<file path="src/design/fpi_pkg.sv">
// Constants and types shared by the fixed priority interrupt unit.
package fpi_pkg;

  // ==========================================================================
  // Register map (byte addresses, one word each)
  localparam logic [7:0] OFS_OPTION = 8'hc8;
  localparam logic [7:0] OFS_EVMASK = 8'h00;
  localparam logic [7:0] OFS_STATUS = 8'h04;

  // ==========================================================================
  // Interrupt option fields and reset value
  localparam logic [7:0] OPTION_RESET = 8'h00;
  localparam logic [7:0] OPTION_USED = 8'h70;
  localparam int BIT_SRC1_LEVEL_SELECT = 6;
  localparam int BIT_SRC2_EDGE_POLARITY = 5;
  localparam int BIT_GLOBAL_IRQ_ENABLE = 4;

  // ==========================================================================
  // Event mask fields and reset value
  localparam logic [7:0] EVMASK_RESET = 8'h00;
  localparam logic [7:0] EVMASK_USED = 8'h1f;
  localparam int BIT_TIMER = 0;
  localparam int BIT_CONV = 1;
  localparam int BIT_SUPPLY = 2;
  localparam int BIT_OSC32 = 3;
  localparam int BIT_SPI = 4;

  // ==========================================================================
  // Vector addresses, stack and pin idle levels
  localparam logic [11:0] VEC_SRC0 = 12'hffc;
  localparam logic [11:0] VEC_SRC1 = 12'hff6;
  localparam logic [11:0] VEC_SRC2 = 12'hff4;
  localparam logic [11:0] VEC_SRC3 = 12'hff2;
  localparam logic [11:0] VEC_SRC4 = 12'hff0;
  localparam int STACK_DEPTH = 4;
  localparam logic [2:0] PIN_IDLE = 3'h3;

  // ==========================================================================
  // Types
  typedef enum logic [1:0] {
    MODE_NORMAL = 2'h0,
    MODE_IRQ = 2'h1,
    MODE_NMI = 2'h3
  } fpi_mode_t;

  typedef struct packed {
    fpi_mode_t mode;
    logic [11:0] pc;
  } fpi_frame_t;

  typedef struct packed {
    logic [7:0] option;
    logic [7:0] evmask;
    fpi_mode_t mode;
    logic nmi_lat;
    logic lat1;
    logic lat2;
    logic [2:0] pin_s1;
    logic [2:0] pin_s2;
    logic nmi_prev;
    logic sup_prev;
    logic line1_prev;
    logic src2_prev;
    logic [2:0] sp;
    fpi_frame_t [STACK_DEPTH-1:0] stack;
    logic [2:0][1:0] flag_sets;
    logic wb_ack;
    logic [31:0] wb_rdata;
    logic wake;
    logic sleep_block;
  } fpi_state_t;

  localparam fpi_state_t ST_RESET = '{
    option: OPTION_RESET,
    evmask: EVMASK_RESET,
    mode: MODE_NMI,
    pin_s1: PIN_IDLE,
    pin_s2: PIN_IDLE,
    default: '0
  };

endpackage

</file>
<file path="src/design/fpi_top.sv">
// Fixed priority interrupt unit: request sensing, vectoring, flag sets, stack.
`timescale 1ns/1ns
// Summary of operation
// - NMI preempts all; maskable sources never nest.
// - Pending maskable sources served one through four.
// - Accepted source loads its own vector address.
// - Global enable masks maskables and gates wakeup.
// - NMI request latched, cleared when routine starts.
// - Source one level or falling edge selectable.
// - Source two edge only, polarity selectable.
// - Sources three and four always level sensitive.
// - Edge latch holds one request, cleared on entry.
// - Level requests unstored; requester holds its active level (pin low, event high).
// - Lines tested at instruction end; accept skips next.
// - Entry swaps flags, pushes PC, inhibits, loads vector.
// - Three flag sets switched automatically by mode.
// - Return restores previous flag set and PC.
// - Option register write-only, resets to zero.
// - Peripheral events ORed per source behind masks.
// - Conversion done requests source four when masked in.
// - Reset starts in NMI mode until first return.
// - Block sleep while enabled request pending.
module fpi_top
  import fpi_pkg::*;
(
  // Clock and reset.
  input wire logic MCLK_IN,
  input wire logic RESET_IN,
  // Wishbone slave.
  input wire logic WB_CYC_IN,
  input wire logic WB_STB_IN,
  input wire logic WB_WE_IN,
  input wire logic [7:0] WB_ADR_IN,
  input wire logic [3:0] WB_SEL_IN,
  input wire logic [31:0] WB_DAT_IN,
  output logic [31:0] WB_DAT_OUT,
  output logic WB_ACK_OUT,
  // External request pins.
  input wire logic NMI_N_IN,
  input wire logic SRC1_N_IN,
  input wire logic SRC2_IN,
  // Peripheral events.
  input wire logic TIMER_ZERO_FLAG_IN,
  input wire logic CONVERTER_DONE_IN,
  input wire logic SUPPLY_IRQ_FLAG_IN,
  input wire logic OSC32_DONE_FLAG_IN,
  input wire logic SPI_EOT_IN,
  // Core side.
  input wire logic INSTR_END_IN,
  input wire logic RETURN_FROM_IRQ_IN,
  input wire logic [11:0] PC_IN,
  input wire logic FLAG_WR_IN,
  input wire logic FLAG_C_IN,
  input wire logic FLAG_Z_IN,
  output logic ACCEPT_OUT,
  output logic [11:0] VECTOR_OUT,
  output logic RESTORE_OUT,
  output logic [11:0] RESTORE_PC_OUT,
  output logic FLAG_C_OUT,
  output logic FLAG_Z_OUT,
  output logic [1:0] MODE_OUT,
  output logic WAKE_OUT,
  output logic SLEEP_BLOCK_OUT
);

  // ==========================================================================
  // Helper functions

  // Maps a mode onto the index of its flag set.
  function automatic logic [1:0] mode_idx(input fpi_mode_t m);
    mode_idx = {m[1], m[0] & ~m[1]};
  endfunction

  // Lowest numbered pending maskable source wins; zero means none.
  function automatic logic [2:0] win_src(input logic [4:1] r);
    if (r[1])
      win_src = 3'h1;
    else if (r[2])
      win_src = 3'h2;
    else if (r[3])
      win_src = 3'h3;
    else if (r[4])
      win_src = 3'h4;
    else
      win_src = 3'h0;
  endfunction

  // Vector address of a source.
  function automatic logic [11:0] vec_of(input logic [2:0] s);
    case (s)
      3'h1: vec_of = VEC_SRC1;
      3'h2: vec_of = VEC_SRC2;
      3'h3: vec_of = VEC_SRC3;
      3'h4: vec_of = VEC_SRC4;
      default: vec_of = VEC_SRC0;
    endcase
  endfunction

  // ==========================================================================
  // State and combinational terms

  fpi_state_t st_r;
  fpi_state_t st_nxt;
  logic global_irq_enable;
  logic src1_level_select;
  logic src2_edge_polarity;
  logic nmi_line;
  logic sup_line;
  logic line1;
  logic edge1;
  logic edge2;
  logic nmi_edge;
  logic [4:1] req;
  logic [2:0] winner;
  logic take_nmi;
  logic take_irq;
  logic do_restore;
  logic wb_hit;
  logic [1:0] fidx;
  fpi_frame_t top_frame;
  logic [2:0] sp_dec;

  // Option bits that steer sensing and masking.
  assign global_irq_enable = st_r.option[BIT_GLOBAL_IRQ_ENABLE];
  assign src1_level_select = st_r.option[BIT_SRC1_LEVEL_SELECT];
  assign src2_edge_polarity = st_r.option[BIT_SRC2_EDGE_POLARITY];

  // Source lines, after synchronisers for the pins; events share one clock.
  assign nmi_line = ~st_r.pin_s2[0];
  assign sup_line = SUPPLY_IRQ_FLAG_IN & st_r.evmask[BIT_SUPPLY];
  assign nmi_edge = (nmi_line & ~st_r.nmi_prev) | (sup_line & ~st_r.sup_prev);
  assign line1 = ~st_r.pin_s2[1] | (SPI_EOT_IN & st_r.evmask[BIT_SPI]);
  assign edge1 = line1 & ~st_r.line1_prev;
  assign edge2 = src2_edge_polarity
               ? (st_r.pin_s2[2] & ~st_r.src2_prev)
               : (~st_r.pin_s2[2] & st_r.src2_prev);

  // Maskable requests: level sources are read live and never stored.
  assign req[1] = src1_level_select ? line1 : st_r.lat1;
  assign req[2] = st_r.lat2;
  assign req[3] = (TIMER_ZERO_FLAG_IN & st_r.evmask[BIT_TIMER])
                | (OSC32_DONE_FLAG_IN & st_r.evmask[BIT_OSC32]);
  assign req[4] = CONVERTER_DONE_IN & st_r.evmask[BIT_CONV];
  assign winner = win_src(req);

  // A return is handled alone; any request left pending is taken at the
  // next instruction end, so the return never races the entry.
  assign take_nmi = INSTR_END_IN & ~RETURN_FROM_IRQ_IN
                  & st_r.nmi_lat & (st_r.mode != MODE_NMI);
  assign take_irq = INSTR_END_IN & ~RETURN_FROM_IRQ_IN & ~take_nmi
                  & global_irq_enable
                  & (st_r.mode == MODE_NORMAL) & (winner != 3'h0);
  assign sp_dec = st_r.sp - 3'h1;
  assign top_frame = st_r.stack[sp_dec[1:0]];
  assign do_restore = RETURN_FROM_IRQ_IN & (st_r.sp != 3'h0);
  assign fidx = mode_idx(st_r.mode);
  assign wb_hit = WB_CYC_IN & WB_STB_IN;

  // The accept, vector and restore answer within the strobe's own cycle; these,
  // the restore PC and the flags are the outputs not taken straight from a flip-flop.
  assign ACCEPT_OUT = take_nmi | take_irq;
  assign VECTOR_OUT = take_nmi ? VEC_SRC0 : vec_of(winner);
  assign RESTORE_OUT = do_restore;
  assign RESTORE_PC_OUT = top_frame.pc;
  assign FLAG_C_OUT = st_r.flag_sets[fidx][1];
  assign FLAG_Z_OUT = st_r.flag_sets[fidx][0];

  // Registered outputs.
  assign MODE_OUT = st_r.mode;
  assign WAKE_OUT = st_r.wake;
  assign SLEEP_BLOCK_OUT = st_r.sleep_block;
  assign WB_ACK_OUT = st_r.wb_ack;
  assign WB_DAT_OUT = st_r.wb_rdata;

  // ==========================================================================
  // Next state

  // All state moves together; the entry steps land on one edge.
  always_comb
  begin
    st_nxt = st_r;

    // Two-stage synchronisers; stage one feeds stage two only.
    st_nxt.pin_s1 = {SRC2_IN, SRC1_N_IN, NMI_N_IN};
    st_nxt.pin_s2 = st_r.pin_s1;
    st_nxt.nmi_prev = nmi_line;
    st_nxt.sup_prev = sup_line;
    st_nxt.line1_prev = line1;
    st_nxt.src2_prev = st_r.pin_s2[2];

    // Latches: a new edge in the clearing cycle survives the clear.
    st_nxt.nmi_lat = (st_r.nmi_lat & ~take_nmi) | nmi_edge;
    st_nxt.lat1 = ~src1_level_select
                & ((st_r.lat1 & ~(take_irq & (winner == 3'h1))) | edge1);
    st_nxt.lat2 = (st_r.lat2 & ~(take_irq & (winner == 3'h2))) | edge2;

    // Core writes land in the flag set of the mode in force.
    if (FLAG_WR_IN)
    begin
      st_nxt.flag_sets[fidx] = {FLAG_C_IN, FLAG_Z_IN};
    end

    // Entry: new mode selects the new flag set, PC goes on the stack.
    if (take_nmi | take_irq)
    begin
      st_nxt.mode = take_nmi ? MODE_NMI : MODE_IRQ;
      if (st_r.sp < 3'(STACK_DEPTH))
      begin
        st_nxt.stack[st_r.sp[1:0]] = '{mode: st_r.mode, pc: PC_IN};
        st_nxt.sp = st_r.sp + 3'h1;
      end
      else
      begin
        // A full stack keeps its depth; the newest frame replaces the top.
        st_nxt.stack[sp_dec[1:0]] = '{mode: st_r.mode, pc: PC_IN};
      end
    end
    else if (RETURN_FROM_IRQ_IN)
    begin
      // An empty stack is the post-reset case: fall back to normal mode.
      if (do_restore)
      begin
        st_nxt.mode = top_frame.mode;
        st_nxt.sp = sp_dec;
      end
      else
      begin
        st_nxt.mode = MODE_NORMAL;
      end
    end

    // Wake and sleep guard; wake is wholly behind the global enable, the guard for maskables only.
    st_nxt.wake = global_irq_enable & (st_r.nmi_lat | (|req));
    st_nxt.sleep_block = st_r.nmi_lat | (global_irq_enable & (|req));

    // Classic Wishbone: ack one cycle after the strobe, then drop.
    st_nxt.wb_ack = wb_hit & ~st_r.wb_ack;
    if (wb_hit & ~st_r.wb_ack)
    begin
      case (WB_ADR_IN[7:2])
        OFS_EVMASK[7:2]: st_nxt.wb_rdata = {24'h00_0000, st_r.evmask};
        OFS_STATUS[7:2]: st_nxt.wb_rdata = {24'h00_0000, st_r.sp,
                                            st_r.lat2, st_r.lat1,
                                            st_r.nmi_lat, st_r.mode};
        default: st_nxt.wb_rdata = 32'h0000_0000;
      endcase
    end
    else
    begin
      st_nxt.wb_rdata = 32'h0000_0000;
    end

    // Writes commit at the edge where the master sees ack; byte lane 0
    // must be selected, since a narrower update is not a whole-byte write.
    if (wb_hit & WB_WE_IN & st_r.wb_ack & WB_SEL_IN[0])
    begin
      if (WB_ADR_IN[7:2] == OFS_OPTION[7:2])
      begin
        st_nxt.option = WB_DAT_IN[7:0] & OPTION_USED;
      end
      else if (WB_ADR_IN[7:2] == OFS_EVMASK[7:2])
      begin
        st_nxt.evmask = WB_DAT_IN[7:0] & EVMASK_USED;
      end
    end
  end

  // Synchronous reset loads the documented start state in NMI mode.
  always_ff @(posedge MCLK_IN)
  begin
    if (RESET_IN)
      st_r <= ST_RESET;
    else
      st_r <= st_nxt;
  end
endmodule

</file>
<file path="config.mk">
export PLATFORM = sky130hd
export DESIGN_NAME = fpi_top
export DESIGN_NICKNAME = d
export VERILOG_FILES = /design/src/design/fpi_pkg.sv /design/src/design/fpi_top.sv
export SDC_FILE = /design/constraint.sdc
export NUM_CORES = 1
export LEC_CHECK = 0
export ABC_AREA = 1
export BUFFER_PORTS_ARGS = -buffer_cell sky130_fd_sc_hd__buf_4
export CAP_MARGIN = 10
export CORE_MARGIN = 10
export CORE_UTILIZATION = 57
export CTS_BUF_LIST = sky130_fd_sc_hd__clkbuf_4
export CTS_CLUSTER_DIAMETER = 50
export DETAILED_ROUTE_END_ITERATION = 12
export PLACE_DENSITY_LB_ADDON = 0.05
export SYNTH_ARGS = -nofsm -noshare
export SYNTH_HDL_FRONTEND = slang
export SYNTH_SLANG_ARGS = --single-unit
</file>
<file path="constraint.sdc">
create_clock -name MCLK_IN -period 5.5 [get_ports MCLK_IN]
set_clock_uncertainty 0.2 [all_clocks]
set_input_delay 1.1 -clock MCLK_IN [delete_from_list [all_inputs] [get_ports MCLK_IN]]
set_output_delay 1.1 -clock MCLK_IN [all_outputs]
set_load 0.02 [all_outputs]
</file>
-- Word-level counts from Yosys, hierarchy flattened
Cells that the tools add are included.
- add/sub/neg operators: 2
- order comparisons: 7
- equal/unequal tests: 8
- muxes and demuxes: 31
- bitwise gates (word level): 57
- reductions and logical operators: 14
- operators by type and width (operator ; number):
    bitwise mux 56 bit ; 2
    demux 14 bit (select 2 bit) ; 2
    two-way mux 56 bit ; 1
    two-way mux 14 bit ; 3
    bitwise AND 1 bit ; 32
    binary-select mux 14 bit (select 2 bit) ; 1
    two-way mux 3 bit ; 8
    inverter 1 bit ; 16
    one-hot mux 4 bit (4 select lines) ; 1
    one-hot mux 8 bit (2 select lines) ; 1
    two-way mux 12 bit ; 1
    two-way mux 2 bit ; 6
    less-than comparator 2 x 3 -> 1 bit, second input constant ; 3
    bitwise OR 1 bit ; 9
    bitwise mux 6 bit ; 1
    equality test 3 x 2 -> 1 bit, second input constant ; 2
    equality test 6 x 1 -> 1 bit, second input constant ; 1
    equality test 6 bit, second input constant ; 1
    greater-or-equal comparator 2 x 1 -> 1 bit, second input constant ; 3
    logical NOT 6 bit ; 1
    AND reduction 3 bit ; 2
    nonzero test 3 bit ; 2
    binary-select mux 2 bit (select 2 bit) ; 1
    demux 2 bit (select 2 bit) ; 1
    other kinds (14) ; 18
- bits in registers: 123
- bits of input ports: 74
- output and inout port bits: 65
- word-level logic and storage cells: 147

-- Logic depth before layout (Yosys ltp)
Gate-level depths: netlist (run 1).
- depth after elaboration: 14
- gate-level depth with buffers: 12
- depth with buffers taken out: 10

-- Worst setup path before layout (run 1)
OpenSTA, ideal clock, no wires.
- kind: flip-flop to output port
- from: register st_r[97] in the netlist's numbering
- to: output port RESTORE_PC_OUT[10]
- data arrival time: 1897 ps
- data required time: 4200 ps
- setup slack: 2303 ps
- stages on the path, launching flop included: 8
- buffers on the path: 2
- cell sequence: dfxtp_1 inv_1 clkbuf_1 ha_1 inv_1 clkbuf_1 o21ai_0 o22ai_1
- word-level cells in the longest chain between the ends: 3
- ends and longest elaborated chain (what ; RTL line ; text):
    start, declared ; fpi_top.sv:102 ; fpi_state_t st_r;
    start signal, assigned ; fpi_top.sv:274 ; st_r <= st_nxt;
    subtractor 3 x 1 -> 3 bit ; fpi_top.sv:153 ; assign sp_dec = st_r.sp - 3'h1;
    net sp_dec[0] ; fpi_top.sv:121 ; logic [2:0] sp_dec;
    binary-select mux 14 bit (select 2 bit) ; fpi_top.sv:154 ; assign top_frame = st_r.stack[sp_dec[1:0]];
    two-way mux 14 bit (not written as such) ; fpi_top.sv:154 ;
    end, declared ; fpi_top.sv:58 ; output logic [11:0] RESTORE_PC_OUT,
The timed path passes the listed nets, and every way through them passes these cells. The select of a mux whose other input is x is not followed.

-- Worst setup path in the final report (run 1)
- from: register st_r[97] in the netlist's numbering
- to: output port RESTORE_PC_OUT[6]
- word-level cells in the longest chain between the ends: 3
- ends and longest elaborated chain (what ; RTL line):
    subtractor 3 x 1 -> 3 bit ; fpi_top.sv:153
    binary-select mux 14 bit (select 2 bit) ; fpi_top.sv:154
    two-way mux 14 bit (not written as such) ; fpi_top.sv:154
No other way between the ends. The select of a mux whose other input is x is not followed.

==> results.txt, run 1 <==
Synth warn -> 0
Clock latency on the worst-skew pair -> 420 ps
Area grow syn2layout -> 9.995%
# IOs -> 139
Final HPWL DP -> 7.499 mm
CTS tree -> done
Clock Tree Buf Depth -> 2
Count of input and output buffers -> 75
H-tree depth -> 3
Hold Path Class -> reg -> reg
Core footprint -> 0.007767 sq mm
Register area share after synthesis -> 0.4337
Ant diodes -> 0
Slew Limit Headroom -> 0.5901
Clock Root Buffer -> clkbuf_4
Most frequent cells in the layout -> nor2_1 (176), dfxtp_1 (99), buf_4 (78)
Fill cells -> 735
FF+latch count, synth -> 99
First-pass GRT wire length -> 17.27 mm
Max-slew violation count -> 0
DR vias/cell -> 5.128
GP Congestion -> 0.8419
VDD IR max -> 225.6 uV
Die W -> 109.5 um
Worst EP arrival -> 2830 ps
Area occupied by multi-input gates -> 0.002090 sq mm
CP endpoint kind -> output port
1st-iter DRT viols -> 249
Commonest non-fill, non-tap cell in the layout -> nor2_1
Initial antenna violation count -> 0
# DRC -> 0
Gr usage total -> 0.1764
Max Clock Freq -> 242.1 MHz
Nets@finish -> 756
Avg WL per Cell -> 13.87 um
Startpoint Class -> register
Top post-synthesis cells by area -> dfxtp_1 (43%), nor2_1 (14%), buf_4 (7.6%), o21ai_0 (7.1%), nand2_1 (4.9%)
RSZ-0062 raised after global routing -> false
Final ANT Viol Nets -> 0
Largest net degree at the start of global routing -> 73
Final Non-Filler Cells -> 782
Die area -> 0.01200 sq mm
Min Tclk post-route -> 4131 ps
Crit-path max FO -> 34
Post-synthesis area per instance -> 7.288 sq um
Fraction of layout cells with a size suffix above 1 -> 0.1647
Drt first pass iters -> 4
Worst-margin pin slew -> 614.9 ps
Vias in the first global route -> 3711
Post-CTS setup buffers -> 0
Number of distinct library cells after synthesis -> 33
Cell accounting for the most synthesized area -> dfxtp_1
Hold_buf cts -> 0
Post-CTS Resized -> 0
Total wire length -> 10.85 mm
Seq. cell area -> 0.001982 sq mm
Starting Density -> 0.5883
Setup TNS -> 0 ps
# rows -> 32
Pwr Density -> 362.3 mW/mm^2
Num CTS Buffers -> 9
Crit share post-route -> 0.7511
Setup CP Type -> reg -> out
Cells after synthesis -> 627
Max_cap viols -> 0
Final setup vio count -> 0
Grt total ovfl -> 0
Post-synth top area share -> 0.4337
Chip Height -> 109.5 um
Clk sinks -> 99
Leakage power -> 0.002236 uW
Pwr Total -> 1821 uW
Clock Pin Slew Worst Setup and Hold Paths -> 140 ps
Placed insts -> 767
CP Data Required Time -> 4200 ps
Final Hold Viols -> 0
Via Count -> 4010
Run status -> finished, final reports clean
Synth Cell Area -> 0.004569 sq mm
==> final cells by class <==
cell class | count | share of cell area
multi-input cells | 454 | 0.4157
flip-flops and latches | 99 | 0.3943
clock buffers | 10 | 0.01494
clock inverters | 5 | 0.006224
inverters | 34 | 0.02689
well taps | 102 | 0.02539
repair buffers | 78 | 0.1165
==> metrics by stage <==
stage	setup WS, ps	hold WS, ps	instance area (sq um)	util
after floorplan	2303	185.8	4686	-
after global placement	1894	191.6	4920	0.6334
after detailed placement	1887	195.5	4920	0.6334
after CTS	1412	224.4	5026	0.6471
after global routing	1097	251.7	5026	0.6471
final	1369	216.2	5026	0.6471
==> report_power, final <==
part / leakage [uW] / switching [uW] / internal [uW]
combinational: 0.00137 / 473 / 254
clock: 0.0000620 / 225 / 94.6
sequential: 0.000801 / 29.6 / 744
==> cell families (layout without fill, tap and decap cells) <==
group | Yosys count | after routing | share of synthesized area
simple gates | 280 | 280 | 0.2582
compound gates | 133 | 133 | 0.1517
buf+inv | 105 | 127 | 0.1344
flops | 99 | 99 | 0.4337
fa+ha+maj | 6 | 6 | 0.01643
other cells | 2 | 33 | 0.001644
xor+xnor | 2 | 2 | 0.003834
==> registers in the layout, summed over array words and instances (netlist names) <==
name                count
st_r                   78
WB_DAT_OUT              8
st_nxt                  4
MODE_OUT                2
SLEEP_BLOCK_OUT         1
WAKE_OUT                1
WB_ACK_OUT              1
global_irq_enable       1
req                     1
src1_level_select       1
src2_edge_polarity      1
==> worst max-delay path: stages (launching register included) <==
cell and delay (ps):
dfxtp_1 340, buf_4 340, inv_1 110, ha_1 540, inv_1 490, o21ai_0 170
o22ai_1 240, buf_4 200
==> synth_stat cells (all sizes together) <==
cell	number
a21oi	19
a31oi	2
buf	54
clkbuf	17
clkinv	2
conb	2
dfxtp	99
ha	6
inv	32
nand2	67
nand3	20
nand4	3
nor2	177
nor3	6
o211ai	1
o21a	1
o21ai	97
o22ai	12
o32a	1
or2	7
xor2	2
==> final timing paths <==
check,from,to,slack [ps],cells after the start
hold reg to reg,st_nxt[106],st_nxt[100],220,2
hold / removal,st_nxt[106],st_nxt[100],220,2
setup / recovery,st_r[97],RESTORE_PC_OUT[6],1370,7
setup reg to reg,st_r[97],MODE_OUT[0],2780,8
==> routing by layer <==
metal | vias to the layer above | share of wire | global-route usage
met5 | - | 0 | 0
met4 | 0 | 0.0098 | 0.05669
met3 | 10 | 0.098 | 0.03979
met2 | 133 | 0.45 | 0.2888
met1 | 1824 | 0.44 | 0.2261
li1 | 2043 | - | -
Power figures use the tool's default switching activity.
==> run 2, diff against run 1 <==
--- a/config.mk
+++ b/config.mk
@@ -9,7 +9,7 @@
 export BUFFER_PORTS_ARGS = -buffer_cell sky130_fd_sc_hd__buf_4
 export CAP_MARGIN = 10
 export CORE_MARGIN = 10
-export CORE_UTILIZATION = 57
+export CORE_UTILIZATION = 53
 export CTS_BUF_LIST = sky130_fd_sc_hd__clkbuf_4
 export CTS_CLUSTER_DIAMETER = 50
 export DETAILED_ROUTE_END_ITERATION = 12
==> constraint.sdc (replaced) <==
create_clock -name MCLK_IN -period 4.25 [get_ports MCLK_IN]
set_clock_uncertainty 0.2 [all_clocks]
set_input_delay 0.85 -clock MCLK_IN [delete_from_list [all_inputs] [get_ports MCLK_IN]]
set_output_delay 0.85 -clock MCLK_IN [all_outputs]
set_load 0.02 [all_outputs]
==> run 2 against run 1 <==
Register-to-register slack got worse by 780 ps. Clock-buffer cell count did not move. Final area rose by 1.9%. Sequential share of layout area fell by 0.72 points. Sequential power rose by 29%. Critical path depth fell by 1. Via count fell by 0.12%. Highest routed layer unchanged. Wire length rose by 3.3%. Largest power group unchanged. Critical path type unchanged. Core utilization fell by 3.0 points. Flip-flop and latch count did not move. Largest cell class unchanged. Die area rose by 6.1%. Cell count rose by 0.64%.
==> results.txt, run 2 (synthesis results as in run 1) <==
Area grow syn2layout -> 12.05% (was 9.995%)
Logic pwr share -> 0.373 (was 0.399)
Drt first pass iters -> 5 (was 4)
Avg WL per Cell -> 14.23 um (was 13.87 um)
Final Non-Filler Cells -> 787 (was 782)
Setup TNS -> 0 ps (unchanged)
Crit share post-route -> 0.7932
VDD IR max -> 313.6 uV (was 225.6 uV)
Most frequent cells in the layout -> nor2_1 (176), dfxtp_1 (99), buf_4 (79) (was nor2_1 (176), dfxtp_1 (99), buf_4 (78))
First-pass GRT wire length -> 18.59 mm (was 17.27 mm)
Hold Path Class -> reg -> reg (unchanged)
Num CTS Buffers -> 9 (unchanged)
Placed insts -> 771 (was 767)
Area occupied by multi-input gates -> 0.002090 sq mm (unchanged)
Max FFs per register -> 78 (unchanged)
Seq. cell area -> 0.001982 sq mm (unchanged)
Leakage power -> 0.002272 uW (was 0.002236 uW)
Final HPWL DP -> 7.626 mm (was 7.499 mm)
# IOs -> 139 (unchanged)
Largest net degree at the start of global routing -> 63 (was 73)
Worst EP arrival -> 2320 ps (was 2830 ps)
Clk sinks -> 99 (unchanged)
RSZ-0062 raised after global routing -> false (unchanged)
P_sw -> 976.5 uW (was 728.2 uW)
Internal Pwr Total -> 1603 uW (was 1093 uW)
Reg2reg setup slack -> 2000 ps (was 2780 ps)
Final setup vio count -> 0 (unchanged)
Hold_buf cts -> 0 (unchanged)
R2R cell count -> 7 (was 8)
Die W -> 112.9 um (was 109.5 um)
Crit-path max FO -> 15 (was 34)
Nets@finish -> 757 (was 756)
CP startpoint -> st_r[98] (was st_r[97])
Via Count -> 4005 (was 4010)
DR vias/cell -> 5.089 (was 5.128)
CP endpoint kind -> output port (unchanged)
R2r startpoint -> MODE_OUT[1] (was st_r[97])
Crit path to -> RESTORE_PC_OUT[8] (was RESTORE_PC_OUT[6])
Ant diodes -> 0 (unchanged)
Post-CTS Resized -> 0 (unchanged)
Grt total ovfl -> 0 (unchanged)
Commonest non-fill, non-tap cell in the layout -> nor2_1 (unchanged)
Total wire length -> 11.20 mm (was 10.85 mm)
Post-CTS setup buffers -> 0 (unchanged)
Die area -> 0.01274 sq mm (was 0.01200 sq mm)
Final ANT Viol Nets -> 0 (unchanged)
Fill cells -> 779 (was 735)
Vias in the first global route -> 3805 (was 3711)
Fraction of layout cells with a size suffix above 1 -> 0.1672 (was 0.1647)
Sw Share -> 0.3785 (was 0.3999)
Run status -> finished, final reports clean (unchanged)
CTS tree -> done (unchanged)
Starting Density -> 0.5506 (was 0.5883)
Startpoint Class -> register (unchanged)
Fin Hold WS -> 217.5 ps (was 216.2 ps)
# DRC -> 0 (unchanged)
Clock Power Share -> 0.238 (was 0.176)
Top reg by flops -> st_r (unchanged)
Gr usage total -> 0.1738 (was 0.1764)
Util after Layout -> 0.6169 (was 0.6471)
Initial antenna violation count -> 0 (unchanged)
Setup CP Type -> reg -> out (unchanged)
Worst-margin pin slew -> 551.1 ps (was 614.9 ps)
# rows -> 33 (was 32)
Max-slew violation count -> 0 (unchanged)
Clock latency on the worst-skew pair -> 440 ps (was 420 ps)
Core footprint -> 0.008299 sq mm (was 0.007767 sq mm)
Max_cap viols -> 0 (unchanged)
Max Clock Freq -> 296.6 MHz
H-tree depth -> 3 (unchanged)
CP Data Required Time -> 3200 ps (was 4200 ps)
Min Tclk post-route -> 3371 ps
Reg2Reg Capture Point -> st_r[51] (was MODE_OUT[0])
Slew Limit Headroom -> 0.6322 (was 0.5901)
Clock Pin Slew Worst Setup and Hold Paths -> 150 ps (was 140 ps)
GP Congestion -> 0.8515 (was 0.8419)
1st-iter DRT viols -> 221 (was 249)
Pwr Density -> 503.9 mW/mm^2 (was 362.3 mW/mm^2)
Final Hold Viols -> 0 (unchanged)
Clock Tree Buf Depth -> 2 (unchanged)
Seq pwr share -> 0.389 (was 0.425)
Hold depth -> 2 (unchanged)
Chip Height -> 112.9 um (was 109.5 um)
Count of input and output buffers -> 75 (unchanged)
Clock Root Buffer -> clkbuf_4 (unchanged)
[run 2: final cells by class]
| type | instances | share of cell area |
|---|---|---|
| inverter | 34 | 0.02639 |
| clock buffer | 10 | 0.01466 |
| multi-input combinational | 454 | 0.4081 |
| clock inverter | 6 | 0.02224 |
| timing repair buffer | 79 | 0.1158 |
| tap | 105 | 0.02566 |
| sequential | 99 | 0.3871 |
[run 2: routing by layer]
| layer | share of wire | vias up | GRT usage |
|---|---|---|---|
| met3 | 0.076 | 9 | 0.05018 |
| met5 | 0 | - | 0 |
| met2 | 0.45 | 130 | 0.2592 |
| met1 | 0.47 | 1818 | 0.2374 |
| li1 | - | 2048 | - |
| met4 | 0.0074 | 0 | 0.05076 |
[run 2: stage by stage]
| stage | power [uW] | worst slack, ps | instance area (sq um) |
|---|---|---|---|
| floorplan | 1678 | 1303 | 4686 |
| global placement | 1967 | 1391 | 4931 |
| detailed placement | 1980 | 1385 | 4931 |
| CTS | 2597 | 885.2 | 5120 |
| global route | 2763 | 698.2 | 5120 |
| finish | 2580 | 878.7 | 5120 |
[run 2: critical path: stages (launching register included)]
cell and delay, ps:
dfxtp_1 420, inv_1 140, ha_1 310, inv_1 420, o21ai_0 180, o22ai_1 220
buf_4 190
[run 2: how the worst min path moves through the flow]
stage                startpoint          end  slack (ps)
finish              st_nxt[106]  st_nxt[100]         220
global route        st_nxt[106]  st_nxt[100]         240
CTS                 st_nxt[106]  st_nxt[100]         220
detailed placement  st_nxt[105]    st_r[105]         200
global placement    st_nxt[104]    st_r[104]         190
floorplan             st_r[104]    st_r[103]         190
[run 2: power groups by stage]
stage	Clock, uW	Sequential, uW	Combinational (uW)
after floorplan	0	1000	675
after global placement	0	1020	944
after detailed placement	0	1020	956
after CTS	634	1000	960
after global routing	678	1010	1070
final	613	1000	963
==> run 3, diff against run 2 <==
==> constraint.sdc (replaced) <==
create_clock -name MCLK_IN -period 3.49 [get_ports MCLK_IN]
set_clock_uncertainty 0.2 [all_clocks]
set_input_delay 0.698 -clock MCLK_IN [delete_from_list [all_inputs] [get_ports MCLK_IN]]
set_output_delay 0.698 -clock MCLK_IN [all_outputs]
set_load 0.02 [all_outputs]
==> run 3 against run 2 <==
Hold slack lost 1.9 ps. Worst setup slack lost 530 ps. Largest cell class unchanged. Die area is the same. Sequential power grew 22%. Flip-flop and latch count is the same. Clock power grew 3.9%. Final area shrank 0.76%. Global-route usage shrank 0.52 points. Cell count is the same.
==> results.txt, run 3 (synthesis results as in run 1) <==
Ant diodes -> 0 (unchanged)
Final HPWL DP -> 7.666 mm (was 7.626 mm)
Placed insts -> 771 (unchanged)
Hold Path Sink -> st_nxt[100] (unchanged)
H-tree depth -> 3 (unchanged)
Final ANT Viol Nets -> 0 (unchanged)
Worst EP arrival -> 2240 ps (was 2320 ps)
Die area -> 0.01274 sq mm (unchanged)
Critical Path Slowest Stage Cell -> dfxtp_1 (unchanged)
Starting Density -> 0.5506 (unchanged)
Clk sinks -> 99 (unchanged)
P_sw -> 1209 uW (was 976.5 uW)
Gr usage total -> 0.1687 (was 0.1738)
Setup CP Type -> reg -> out (unchanged)
Max FFs per register -> 78 (unchanged)
Total wire length -> 11.02 mm (was 11.20 mm)
Hold_buf cts -> 0 (unchanged)
Clock Tree Buf Depth -> 2 (unchanged)
DR vias/cell -> 5.039 (was 5.089)
Max-slew violation count -> 0 (unchanged)
Clock Root Buffer -> clkbuf_4 (unchanged)
Crit-path max FO -> 15 (unchanged)
Count of input and output buffers -> 75 (unchanged)
Num CTS Buffers -> 9 (unchanged)
Reg2Reg Capture Point -> st_r[46] (was st_r[51])
First-pass GRT wire length -> 18.11 mm (was 18.59 mm)
# IOs -> 139 (unchanged)
VDD IR max -> 291.0 uV (was 313.6 uV)
Clock Pin Slew Worst Setup and Hold Paths -> 160 ps (was 150 ps)
CP dominant cell by count -> inv_1 (unchanged)
Clock latency on the worst-skew pair -> 450 ps (was 440 ps)
Largest net degree at the start of global routing -> 63 (unchanged)
R2R cell count -> 10 (was 7)
GP Congestion -> 0.8597 (was 0.8515)
Slowest stage delay, CP -> 400 ps (was 420 ps)
Vias in the first global route -> 3788 (was 3805)
Crit share post-route -> 0.8999
Clock Power Share -> 0.211 (was 0.238)
# rows -> 33 (unchanged)
Setup TNS -> 0 ps (unchanged)
Startpoint Class -> register (unchanged)
Internal Pwr Total -> 1812 uW (was 1603 uW)
Min Tclk post-route -> 3141 ps
Util after Layout -> 0.6122 (was 0.6169)
Max Clock Freq -> 318.4 MHz
Commonest non-fill, non-tap cell in the layout -> nor2_1 (unchanged)
Max_cap viols -> 0 (unchanged)
CP endpoint kind -> output port (unchanged)
Pre-CTS setup slack -> 844.0 ps (was 1385 ps)
Most frequent cells in the layout -> nor2_1 (176), dfxtp_1 (99), buf_4 (79) (unchanged)
Slew Limit Headroom -> 0.6500 (was 0.6322)
Hold path start -> st_nxt[106] (unchanged)
Area grow syn2layout -> 11.20% (was 12.05%)
CP Data Required Time -> 2590 ps (was 3200 ps)
Hold Path Class -> reg -> reg (unchanged)
Post-CTS Resized -> 0 (unchanged)
Reg2reg setup slack -> 1260 ps (was 2000 ps)
Avg WL per Cell -> 14.00 um (was 14.23 um)
Chip Height -> 112.9 um (unchanged)
Via Count -> 3966 (was 4005)
Final Non-Filler Cells -> 787 (unchanged)
Seq pwr share -> 0.404 (was 0.389)
Initial antenna violation count -> 0 (unchanged)
Hold depth -> 2 (unchanged)
RSZ-0062 raised after global routing -> false (unchanged)
Post-CTS setup buffers -> 0 (unchanged)
Leakage power -> 0.002255 uW (was 0.002272 uW)
Nets@finish -> 757 (unchanged)
Top reg by flops -> st_r (unchanged)
# DRC -> 0 (unchanged)
1st-iter DRT viols -> 200 (was 221)
Run status -> finished, final reports clean (unchanged)
Die W -> 112.9 um (unchanged)
Sw Share -> 0.4001 (was 0.3785)
Cell class contributing the biggest share of worst-path delay -> buffers and inverters (unchanged)
Logic pwr share -> 0.385 (was 0.373)
Core footprint -> 0.008299 sq mm (unchanged)
Final setup margin -> 349.2 ps (was 878.7 ps)
Worst-margin pin slew -> 524.3 ps (was 551.1 ps)
Grt total ovfl -> 0 (unchanged)
Buf/Inv on CP -> 3 (unchanged)
Final Hold Viols -> 0 (unchanged)
Pwr Density -> 594.6 mW/mm^2 (was 503.9 mW/mm^2)
Drt first pass iters -> 4 (was 5)
Cell Chain, Critical Path -> inv_1 > ha_1 > inv_1 > o21ai_0 > o22ai_1 > buf_4 (unchanged)
Fraction of layout cells with a size suffix above 1 -> 0.1672 (unchanged)
CTS tree -> done (unchanged)
R2r startpoint -> MODE_OUT[1] (unchanged)
Final setup vio count -> 0 (unchanged)
## run 3: changes by cell type in the layout (fill, tap and decap cells not counted), sizes merged
cell,delta
bufinv,-2
clkbuf,-1
clkinv,-1
inv,+4
## run 3: power groups by stage
| stage | registers [uW] | clock network (uW) | logic, uW |
|---|---|---|---|
| 2_1_floorplan | 1220 | 0 | 821 |
| 3_3_place_gp | 1240 | 0 | 1150 |
| 5_1_grt | 1230 | 705 | 1300 |
| 4_1_cts | 1220 | 651 | 1170 |
| 3_5_place_dp | 1250 | 0 | 1170 |
| 6_report | 1220 | 637 | 1160 |
## run 3: worst max path at each step
stage | from | end | depth (start not counted)
global placement | st_r[98] | RESTORE_PC_OUT[8] | 6
detailed placement | st_r[98] | RESTORE_PC_OUT[8] | 6
floorplan | st_r[97] | RESTORE_PC_OUT[10] | 7
CTS | st_r[98] | RESTORE_PC_OUT[8] | 6
finish | st_r[98] | RESTORE_PC_OUT[8] | 6
global route | st_r[98] | RESTORE_PC_OUT[8] | 6
## run 3: worst reg2reg max path: stages (launching register included)
cell and delay, ps:
dfxtp_1 680, nand2_1 160, nand2_1 100, nand3_1 110, nor2_4 130, nand2_4 90, nand2_8 130, nand2_4 170
clkinv_2 240, nor2_1 70, nor2_1 110
## run 3: routing by layer
layer  track usage  share of wire  vias up
met5             0              0        -
li1              -              -     2047
met2        0.2623           0.45      117
met4       0.04822          0.011        0
met3       0.04490          0.075       10
met1        0.2244           0.47     1792
## run 3: final cells by class
type                    instances  area (sq um)
fillers                       822          3218
multi-input cells             454          2090
flip-flops and latches         99          1982
repair buffers                 79         593.1
inverters                      34         135.1
well taps                     105         131.4
clock inverters                 7         82.58
clock buffers                   9         67.56
## run 3: through the flow
step           cell area, sq um  total power [uW]  hold WS (ps)
2_1_floorplan              4686              2044         185.8
6_report                   5081              3021         215.5
3_3_place_gp               4931              2394         191.8
4_1_cts                    5081              3041         214.4
5_1_grt                    5081              3234         214.2
3_5_place_dp               4931              2411         196.1
